<file path="src/eas_map.vh">
`ifndef EAS_MAP_VH
`define EAS_MAP_VH
`define EAS_NUM_SETS      4
`define EAS_SET_W         2
`define EAS_MAX_PAIRS     20
`define EAS_PTR_W         5
`define EAS_NUM_CMP       4
`define EAS_NUM_RULES     4
`define EAS_NUM_FLAGS     8
`define EAS_VAL_W         16
`define EAS_EVT_W         5
`define EAS_ACT_W         8
`define EAS_SRC_FLAG      2'h0
`define EAS_SRC_CMP       2'h1
`define EAS_SRC_RULE      2'h2
`define EAS_SRC_TRUE      2'h3
`define EAS_CMP_LT        2'h0
`define EAS_CMP_EQ        2'h1
`define EAS_CMP_GT        2'h2
`define EAS_OP_AND        1'h0
`define EAS_OP_OR         1'h1
`define EAS_RST_PAIRS     5'h01
`define EAS_RST_SET       2'h0
`endif

</file>
<file path="src/eas_logic_rule.v">
`include "eas_map.vh"
// Three-input boolean rule: inputs optionally inverted, combined by AND or OR,
// result optionally inverted.
module eas_logic_rule (
    input  wire [2:0] i_in,
    input  wire [2:0] i_inv,
    input  wire [2:0] i_use,
    input  wire       i_op,
    input  wire       i_out_inv,
    output wire       o_res
);
    wire [2:0] term;
    wire       and_res;
    wire       or_res;
    // Unused inputs become neutral for the chosen operator
    assign term    = i_in ^ i_inv;
    assign and_res = &(term | ~i_use);
    assign or_res  = |(term & i_use);
    assign o_res   = ((i_op == `EAS_OP_AND) ? and_res : or_res) ^ i_out_inv;
endmodule

</file>
<file path="src/eas_sequencer.v">
`include "eas_map.vh"
// Function
// - Four configuration sets, one active
// - Inputs or serial command switch active set
// - Active set index shown on panel
// - Action n fires only when event n true
// - After action, pointer advances to next event
// - Only the pointed event is evaluated
// - False event: no action, pointer holds
// - Start evaluates only event 0 until true
// - Pair count configurable from 1 to 20
// - After last pair, wrap to slot 0
// - Event true from flag, rule or comparator
// - Comparator checks variable against preset
// - Rule combines three inputs, AND OR NOT
module eas_sequencer #(
    parameter NPAIR = `EAS_MAX_PAIRS,
    parameter NCMP  = `EAS_NUM_CMP,
    parameter NRULE = `EAS_NUM_RULES,
    parameter NFLAG = `EAS_NUM_FLAGS,
    parameter VW    = `EAS_VAL_W
) (
    input  wire                          i_clk,
    input  wire                          i_srst,
    input  wire                          i_scan,
    input  wire                          i_run,
    input  wire [`EAS_SET_W-1:0]         i_set_din,
    input  wire                          i_set_din_en,
    input  wire [`EAS_SET_W-1:0]         i_set_cmd,
    input  wire                          i_set_cmd_stb,
    input  wire [NFLAG-1:0]              i_flags,
    input  wire [NCMP*VW-1:0]            i_cmp_var,
    input  wire [3:0]                    i_timers,
    input  wire [3:0]                    i_din,
    input  wire                          i_cfg_we,
    input  wire [`EAS_SET_W-1:0]         i_cfg_set,
    input  wire [`EAS_PTR_W-1:0]         i_cfg_idx,
    input  wire [`EAS_EVT_W-1:0]         i_cfg_evt,
    input  wire [`EAS_ACT_W-1:0]         i_cfg_act,
    input  wire                          i_cfg_cnt_we,
    input  wire [`EAS_PTR_W-1:0]         i_cfg_cnt,
    input  wire                          i_cmp_we,
    input  wire [1:0]                    i_cmp_idx,
    input  wire [VW-1:0]                 i_cmp_preset,
    input  wire [1:0]                    i_cmp_mode,
    input  wire                          i_rule_we,
    input  wire [1:0]                    i_rule_idx,
    input  wire [17:0]                   i_rule_cfg,
    output reg  [`EAS_SET_W-1:0]         o_panel_set,
    output reg  [`EAS_PTR_W-1:0]         o_ptr,
    output reg                           o_act_stb,
    output reg  [`EAS_ACT_W-1:0]         o_act_code,
    output reg  [`EAS_PTR_W-1:0]         o_act_idx
);
    localparam NSETS = `EAS_NUM_SETS;
    localparam NSLOT = NSETS * NPAIR;

    // Set pins, digital inputs and flags are from outside: two stages; panel command is used unsynchronized
    reg [`EAS_SET_W-1:0] din_s1_r;
    reg [`EAS_SET_W-1:0] din_s2_r;
    reg [`EAS_SET_W-1:0] din_s3_r;
    reg                  din_en_s1_r;
    reg                  din_en_s2_r;
    reg [3:0]            dio_s1_r;
    reg [3:0]            dio_s2_r;
    reg [NFLAG-1:0]      flg_s1_r;
    reg [NFLAG-1:0]      flg_s2_r;

    // Per-set tables; comparator and rule settings shared by all sets
    reg [`EAS_EVT_W-1:0] evt_mem [0:NSLOT-1];
    reg [`EAS_ACT_W-1:0] act_mem [0:NSLOT-1];
    reg [`EAS_PTR_W-1:0] cnt_mem [0:NSETS-1];
    reg [VW-1:0]         cmp_pre_r [0:NCMP-1];
    reg [1:0]            cmp_mode_r [0:NCMP-1];
    reg [17:0]           rule_cfg_r [0:NRULE-1];

    reg [`EAS_SET_W-1:0] set_r;
    reg [`EAS_SET_W-1:0] set_nxt;
    reg [`EAS_PTR_W-1:0] ptr_r;
    reg [`EAS_PTR_W-1:0] ptr_nxt;
    reg                  running_r;

    wire [NCMP-1:0]  cmp_res;
    wire [NRULE-1:0] rule_res;
    wire [15:0]      rule_src;
    integer          k;

    function [6:0] slot_of;
        input [`EAS_SET_W-1:0] s;
        input [`EAS_PTR_W-1:0] p;
        begin
            slot_of = s * NPAIR[6:0] + {2'h0, p};
        end
    endfunction

    // Stored count clamped into 1..NPAIR
    function [`EAS_PTR_W-1:0] clamp_cnt;
        input [`EAS_PTR_W-1:0] c;
        begin
            if (c == {`EAS_PTR_W{1'b0}})
                clamp_cnt = `EAS_RST_PAIRS;
            else if (c > NPAIR[`EAS_PTR_W-1:0])
                clamp_cnt = NPAIR[`EAS_PTR_W-1:0];
            else
                clamp_cnt = c;
        end
    endfunction

    genvar g;
    generate
        for (g = 0; g < NCMP; g = g + 1) begin : gen_cmp
            wire [VW-1:0] v = i_cmp_var[g*VW +: VW];
            assign cmp_res[g] = (cmp_mode_r[g] == `EAS_CMP_LT) ? (v < cmp_pre_r[g]) :
                                (cmp_mode_r[g] == `EAS_CMP_EQ) ? (v == cmp_pre_r[g]) :
                                (v > cmp_pre_r[g]);
        end
        for (g = 0; g < NRULE; g = g + 1) begin : gen_rule
            wire [17:0] c = rule_cfg_r[g];
            // Each input field: 4-bit source index into rule_src
            eas_logic_rule u_rule (
                .i_in      ({rule_src[c[11:8]], rule_src[c[7:4]], rule_src[c[3:0]]}),
                .i_inv     (c[14:12]),
                .i_use     ({c[17:16], 1'b1}),
                .i_op      (c[15]),
                .i_out_inv (1'b0),
                .o_res     (rule_res[g])
            );
        end
    endgenerate

    // Rule input pool: timers, comparators, digital inputs, status flags
    assign rule_src = {flg_s2_r[3:0], dio_s2_r, cmp_res[3:0], i_timers};

    wire [`EAS_EVT_W-1:0] cur_evt = evt_mem[slot_of(set_r, ptr_r)];
    wire [`EAS_PTR_W-1:0] cur_cnt = clamp_cnt(cnt_mem[set_r]);
    reg                   evt_true;

    always @* begin
        case (cur_evt[4:3])
            `EAS_SRC_FLAG: evt_true = flg_s2_r[cur_evt[2:0]];
            `EAS_SRC_CMP:  evt_true = cmp_res[cur_evt[1:0]];
            `EAS_SRC_RULE: evt_true = rule_res[cur_evt[1:0]];
            default:       evt_true = 1'b1;
        endcase
    end

    always @* begin
        set_nxt = set_r;
        if (i_set_cmd_stb)
            set_nxt = i_set_cmd;
        // Pin-selected set taken only once two samples agree
        else if (din_en_s2_r && din_s2_r == din_s3_r)
            set_nxt = din_s2_r;
    end

    always @* begin
        ptr_nxt = ptr_r;
        if (ptr_r + 5'h01 >= cur_cnt)
            ptr_nxt = {`EAS_PTR_W{1'b0}};
        else
            ptr_nxt = ptr_r + 5'h01;
    end

    always @(posedge i_clk) begin
        din_s1_r    <= i_set_din;
        din_s2_r    <= din_s1_r;
        din_s3_r    <= din_s2_r;
        din_en_s1_r <= i_set_din_en;
        din_en_s2_r <= din_en_s1_r;
        dio_s1_r    <= i_din;
        dio_s2_r    <= dio_s1_r;
        flg_s1_r    <= i_flags;
        flg_s2_r    <= flg_s1_r;
        if (i_cfg_we)
            evt_mem[slot_of(i_cfg_set, i_cfg_idx)] <= i_cfg_evt;
        if (i_cfg_we)
            act_mem[slot_of(i_cfg_set, i_cfg_idx)] <= i_cfg_act;
    end

    always @(posedge i_clk) begin
        if (i_srst) begin
            for (k = 0; k < NSETS; k = k + 1)
                cnt_mem[k] <= `EAS_RST_PAIRS;
            for (k = 0; k < NCMP; k = k + 1) begin
                cmp_pre_r[k]  <= {VW{1'b0}};
                cmp_mode_r[k] <= `EAS_CMP_GT;
            end
            for (k = 0; k < NRULE; k = k + 1)
                rule_cfg_r[k] <= 18'h00000;
        end else begin
            if (i_cfg_cnt_we)
                cnt_mem[i_cfg_set] <= i_cfg_cnt;
            if (i_cmp_we) begin
                cmp_pre_r[i_cmp_idx]  <= i_cmp_preset;
                cmp_mode_r[i_cmp_idx] <= i_cmp_mode;
            end
            if (i_rule_we)
                rule_cfg_r[i_rule_idx] <= i_rule_cfg;
        end
    end

    always @(posedge i_clk) begin
        if (i_srst) begin
            set_r       <= `EAS_RST_SET;
            ptr_r       <= {`EAS_PTR_W{1'b0}};
            running_r   <= 1'b0;
            o_panel_set <= `EAS_RST_SET;
            o_ptr       <= {`EAS_PTR_W{1'b0}};
            o_act_stb   <= 1'b0;
            o_act_code  <= {`EAS_ACT_W{1'b0}};
            o_act_idx   <= {`EAS_PTR_W{1'b0}};
        end else begin
            set_r       <= set_nxt;
            o_panel_set <= set_nxt;
            o_act_stb   <= 1'b0;
            running_r   <= i_run;
            if (!i_run || !running_r || set_nxt != set_r) begin
                ptr_r <= {`EAS_PTR_W{1'b0}};
            end else if (i_scan && evt_true) begin
                o_act_stb  <= 1'b1;
                o_act_code <= act_mem[slot_of(set_r, ptr_r)];
                o_act_idx  <= ptr_r;
                ptr_r      <= ptr_nxt;
            end
            // False event on a scan leaves pointer alone
            o_ptr <= ptr_r;
        end
    end
endmodule

</file>
<file path="config.mk">
export PLATFORM = sky130hd
export DESIGN_NAME = eas_sequencer
export DESIGN_NICKNAME = d
export VERILOG_FILES = /design/src/eas_logic_rule.v /design/src/eas_sequencer.v
export VERILOG_INCLUDE_DIRS = /design/src
export SDC_FILE = /design/constraint.sdc
export NUM_CORES = 2
export LEC_CHECK = 0
export BUFFER_PORTS_ARGS = -buffer_cell sky130_fd_sc_hd__buf_2
export CORE_MARGIN = 1.5
export CORE_UTILIZATION = 50
export CTS_CLUSTER_DIAMETER = 80
export DETAILED_ROUTE_END_ITERATION = 12
export PLACE_DENSITY_LB_ADDON = 0.12
export SLEW_MARGIN = 0
export SYNTH_ARGS = -nofsm -noshare
export SYNTH_HDL_FRONTEND = slang
export SYNTH_SLANG_ARGS = --single-unit
</file>
<file path="constraint.sdc">
create_clock -name i_clk -period 8.8 [get_ports i_clk]
set_input_delay 2.64 -clock i_clk [delete_from_list [all_inputs] [get_ports i_clk]]
set_output_delay 2.64 -clock i_clk [all_outputs]
set_load 0.01 [all_outputs]
</file>
==> results.rst <==
.. list-table::
   :header-rows: 1

   * - Metric
     - Value
   * - Antenna violations before repair
     - 10
   * - Clock tree from TritonCTS
     - yes
   * - Number of hold violations in the final report
     - 0
   * - Final clock skew
     - 23.4 ps
   * - Comb power frac
     - 0.061
   * - Global-route wire length before repair
     - 189 mm
   * - Number of nets in the layout
     - 3275
   * - Fraction of power consumed by the clock network
     - 0.418
   * - Row count
     - 119
   * - H-tree depth reported by CTS
     - 4
   * - Minimum clock period
     - 6670 ps
   * - Aggregate global-route resource usage
     - 0.243
   * - Share of flip-flops with an asynchronous set or reset
     - 0
   * - Number of optimization iterations in the first detailed-route pass
     - 5
   * - Highest attainable clock frequency
     - 150 MHz
   * - Worst reg2reg path endpoint
     - o_act_code[7]
   * - Clock slew at reported path FFs
     - 60 ps
   * - Maximum net fanout on the critical path
     - 14
   * - Synthesized area
     - 52800 µm²
   * - Number of pins exceeding their max-slew limit in the final report
     - 0
   * - Vias/cell
     - 5.97
   * - Number of setup buffers added after CTS
     - 0
   * - Register-to-Register Setup Slack
     - 2960 ps
   * - IO buf count
     - 179
   * - Detailed-route via count
     - 27.1k
   * - Net switching fraction of the power
     - 0.217
   * - Routed met1 length
     - 52.9 mm
   * - Area of the placeable core
     - 105000 µm²
   * - Chip width
     - 328 µm
   * - Slew HR
     - 0.168
   * - Dominant register cell in the synthesized netlist
     - sky130_fd_sc_hd__edfxtp_1
   * - Run status
     - complete, no violations
   * - Syn Inst Count
     - 2735
   * - Die H
     - 328 µm
   * - Total chip power
     - 13.0 mW
   * - Area added between synthesis and finish
     - 13.8%
   * - Via count of the first global-routing pass
     - 28.2k
   * - Setup TNS Final
     - 0 ps
   * - Data required, critical path
     - 9420 ps
   * - Reg2reg start
     - set_r[0]
   * - Post-synthesis register bit count
     - 1263
   * - WL met3
     - 8.95 mm
   * - Synth warn
     - 0
   * - Pin count of the biggest net entering global routing
     - 92
   * - Setup repair after global routing missed its margin
     - false
   * - Pre-CTS setup slack
     - 1420 ps
   * - Worst Hold Launch
     - flg_s1_r[5]
   * - Number of nets with antenna violations after routing
     - 0
   * - Register area share after synthesis
     - 0.707
   * - Power per cell area
     - 217 nW/µm²
   * - Half-perimeter wire length after detailed placement
     - 81.3 mm
   * - Cts-stage hold buffer count
     - 0
   * - Hold-critical path depth
     - 0
   * - Final routed wirelength across all metal layers
     - 128 mm
   * - Lkg Pwr
     - 19.8 nW
   * - Number of buffers inserted during clock tree synthesis
     - 136
   * - Total net switching power
     - 2.83 mW
   * - Worst Path Arrival
     - 7290 ps
   * - Met2 WL
     - 63.3 mm
   * - CP Launch Point
     - i_cmp_var[9]
   * - Startpoint type of the worst setup path
     - input pin
   * - Setup crit end kind
     - register
   * - Crit Path Class
     - input pin to register
   * - Worst VDD drop
     - 0.000201 V
   * - Count of routing violations after the opening detailed-route iteration
     - 2620
   * - Maximum Capacitance Violations
     - 0
   * - Top-area cell type share of the netlist area
     - 0.685
   * - Min setup slack post-route
     - 2130 ps
   * - Fraction of layout instances using a drive strength above 1
     - 0.292
   * - Mean area per synthesized cell
     - 19.3 µm²
   * - Distinct cell type count of the synthesized netlist
     - 85
   * - Total die area
     - 108000 µm²
   * - CTS max path bufs
     - 3
   * - Final setup violating endpoints
     - 0
   * - Net count after synthesis
     - 2972
   * - Initial core utilization
     - 0.503
   * - Sequential fraction of design power
     - 0.520
   * - Number of enable flip-flop cells after synthesis
     - 1204
   * - Highest metal used
     - met5
   * - Global placement routability congestion
     - 0.874
   * - Synth top area cells
     - sky130_fd_sc_hd__edfxtp_1 (68%), sky130_fd_sc_hd__mux4_2 (16%), sky130_fd_sc_hd__dfxtp_1 (2.2%)
   * - Post-detailed-route DRC marker count
     - 0
   * - Leading area contributor after synthesis
     - sky130_fd_sc_hd__edfxtp_1
   * - Share of the cycle needed by the critical path after routing
     - 0.758
   * - Top-level port count
     - 180
   * - Endpoint of the worst hold path
     - flg_s2_r[5]
   * - Clk_lat worst skew
     - 730 ps
   * - Actual transition at the worst max-transition pin
     - 1240 ps
   * - Sink count of the clock tree
     - 1263
   * - Grt total ovfl
     - 0
   * - Cell chosen for the clock root
     - sky130_fd_sc_hd__clkbuf_16
   * - Mean routed wirelength per cell
     - 28.3 µm
   * - R2R cell count
     - 14
   * - Cell internal power dissipation
     - 10.2 mW
   * - Post-cts resize count
     - 0
   * - Classification of the worst-slack hold path
     - register to register
## sequential cells by signal, indices dropped and copies added, names as in the netlist, 8 cells and up
signal      count
cnt_mem        20
flg_s2_r        8
cmp_pre_r      64
evt_mem       400
o_act_code      8
rule_cfg_r     72
act_mem       640
flg_s1_r        8
cmp_mode_r      8
## logic make-up (layout without fill, tap and decap cells)
kind of cell | Yosys count | after routing | share of synthesized area
DFF | 1263 | 1263 | 0.707
adders and majority gates | 78 | 78 | 0.0188
other | 0 | 5 | 0
and+or+nand+nor | 520 | 520 | 0.0526
buffers and inverters | 223 | 632 | 0.0178
muxes | 444 | 444 | 0.174
xor gates and xnor gates | 26 | 26 | 0.00446
AOI/OAI and AO/OA | 181 | 181 | 0.0253
## cell type report
cell class | instances | area (µm²)
antenna | 5 | 12.5
clock buffer | 178 | 3740
clock inverter | 66 | 533
fill | 7888 | 44900
inverter | 96 | 360
multi-input combinational | 1249 | 14600
sequential | 1263 | 37300
tap | 1391 | 1740
timing repair buffer | 292 | 1770
## worst max path at each step
stage                          to  slack, ps  depth (start not counted)
floorplan           o_act_code[6]       2530                         14
global placement     o_act_idx[0]       1530                         14
detailed placement  o_act_code[7]       1420                         14
CTS                  o_act_idx[0]       2190                         14
global route         o_act_idx[4]       1940                         14
finish              o_act_code[7]       2130                         14
## synthesized netlist by cell type (11+ instances only)
| library cell | instances |
|---|---|
| sky130_fd_sc_hd__nor2b_1 | 40 |
| sky130_fd_sc_hd__mux2i_1 | 41 |
| sky130_fd_sc_hd__inv_1 | 94 |
| sky130_fd_sc_hd__nor3b_1 | 12 |
| sky130_fd_sc_hd__a21oi_1 | 45 |
| sky130_fd_sc_hd__buf_2 | 17 |
| sky130_fd_sc_hd__edfxtp_1 | 1204 |
| sky130_fd_sc_hd__mux4_2 | 372 |
| sky130_fd_sc_hd__mux2_2 | 20 |
| sky130_fd_sc_hd__xnor2_1 | 16 |
| sky130_fd_sc_hd__o21ai_0 | 18 |
| sky130_fd_sc_hd__nand4_1 | 18 |
| sky130_fd_sc_hd__a21o_1 | 11 |
| sky130_fd_sc_hd__and2_1 | 163 |
| sky130_fd_sc_hd__nor2_1 | 125 |
| sky130_fd_sc_hd__ha_1 | 76 |
| sky130_fd_sc_hd__nand2_1 | 61 |
| sky130_fd_sc_hd__dfxtp_1 | 59 |
| sky130_fd_sc_hd__a211oi_1 | 15 |
| sky130_fd_sc_hd__nand2b_1 | 21 |
| sky130_fd_sc_hd__clkbuf_1 | 71 |
| sky130_fd_sc_hd__buf_1 | 26 |
| sky130_fd_sc_hd__nand3_1 | 38 |
## power by group through the flow
stage,registers [mW],logic (mW),clock network (mW)
final,6.77,0.795,5.44
after global routing,6.78,0.856,5.77
after CTS,6.77,0.799,5.55
after detailed placement,6.90,0.796,0
after global placement,6.89,0.771,0
after floorplan,6.86,0.472,0
## cells in the final DEF, fill, tap and decap left out, types with 9 or more instances in the layout
cell type,n
sky130_fd_sc_hd__nand2_1,61
sky130_fd_sc_hd__clkinv_1,30
sky130_fd_sc_hd__nor3_1,9
sky130_fd_sc_hd__nor2_1,117
sky130_fd_sc_hd__xnor2_1,16
sky130_fd_sc_hd__inv_1,94
sky130_fd_sc_hd__buf_4,111
sky130_fd_sc_hd__buf_2,179
sky130_fd_sc_hd__mux4_2,372
sky130_fd_sc_hd__clkbuf_1,31
sky130_fd_sc_hd__o21ai_0,18
sky130_fd_sc_hd__clkinv_2,16
sky130_fd_sc_hd__a21oi_1,45
sky130_fd_sc_hd__nor2b_1,40
sky130_fd_sc_hd__nand4_1,18
sky130_fd_sc_hd__dfxtp_1,57
sky130_fd_sc_hd__nor2_2,9
sky130_fd_sc_hd__mux2_2,20
sky130_fd_sc_hd__mux2i_1,41
sky130_fd_sc_hd__nand2b_1,21
sky130_fd_sc_hd__a21o_1,11
sky130_fd_sc_hd__nand3_1,38
sky130_fd_sc_hd__nor3b_1,11
sky130_fd_sc_hd__a211oi_1,15
sky130_fd_sc_hd__ha_1,75
sky130_fd_sc_hd__and2_1,163
sky130_fd_sc_hd__edfxtp_1,1204
sky130_fd_sc_hd__clkbuf_16,142
## metrics by stage
step / area, µm² / hold slack, ps / cells / utilization
floorplan: 52800 / 310 / 2735 / -
global placement: 55800 / 317 / 4291 / 0.531
detailed placement: 55800 / 313 / 4291 / 0.531
CTS: 60100 / 327 / 4535 / 0.572
global route: 60100 / 331 / 4535 / 0.572
finish: 60100 / 327 / 4540 / 0.572
## critical path, stage by stage
cell                      delay, ps
sky130_fd_sc_hd__buf_2          100
sky130_fd_sc_hd__ha_1           300
sky130_fd_sc_hd__a21o_1         160
sky130_fd_sc_hd__a221o_1        330
sky130_fd_sc_hd__a221o_1        340
sky130_fd_sc_hd__o21ai_1        700
sky130_fd_sc_hd__nand2_2        310
sky130_fd_sc_hd__o31ai_1        480
sky130_fd_sc_hd__mux2_2         390
sky130_fd_sc_hd__o31ai_1        230
sky130_fd_sc_hd__o311a_1        230
sky130_fd_sc_hd__nand2_1        120
sky130_fd_sc_hd__a31oi_4        530
sky130_fd_sc_hd__mux2_2         400
## routing by layer
metal  vias to the layer above  GRT usage
li1                      11700          -
met1                     14200      0.335
met2                       983      0.400
met3                       203     0.0434
met4                         4     0.0741
met5                         -          0
Note: power is estimated with default switching activity, not from simulation.
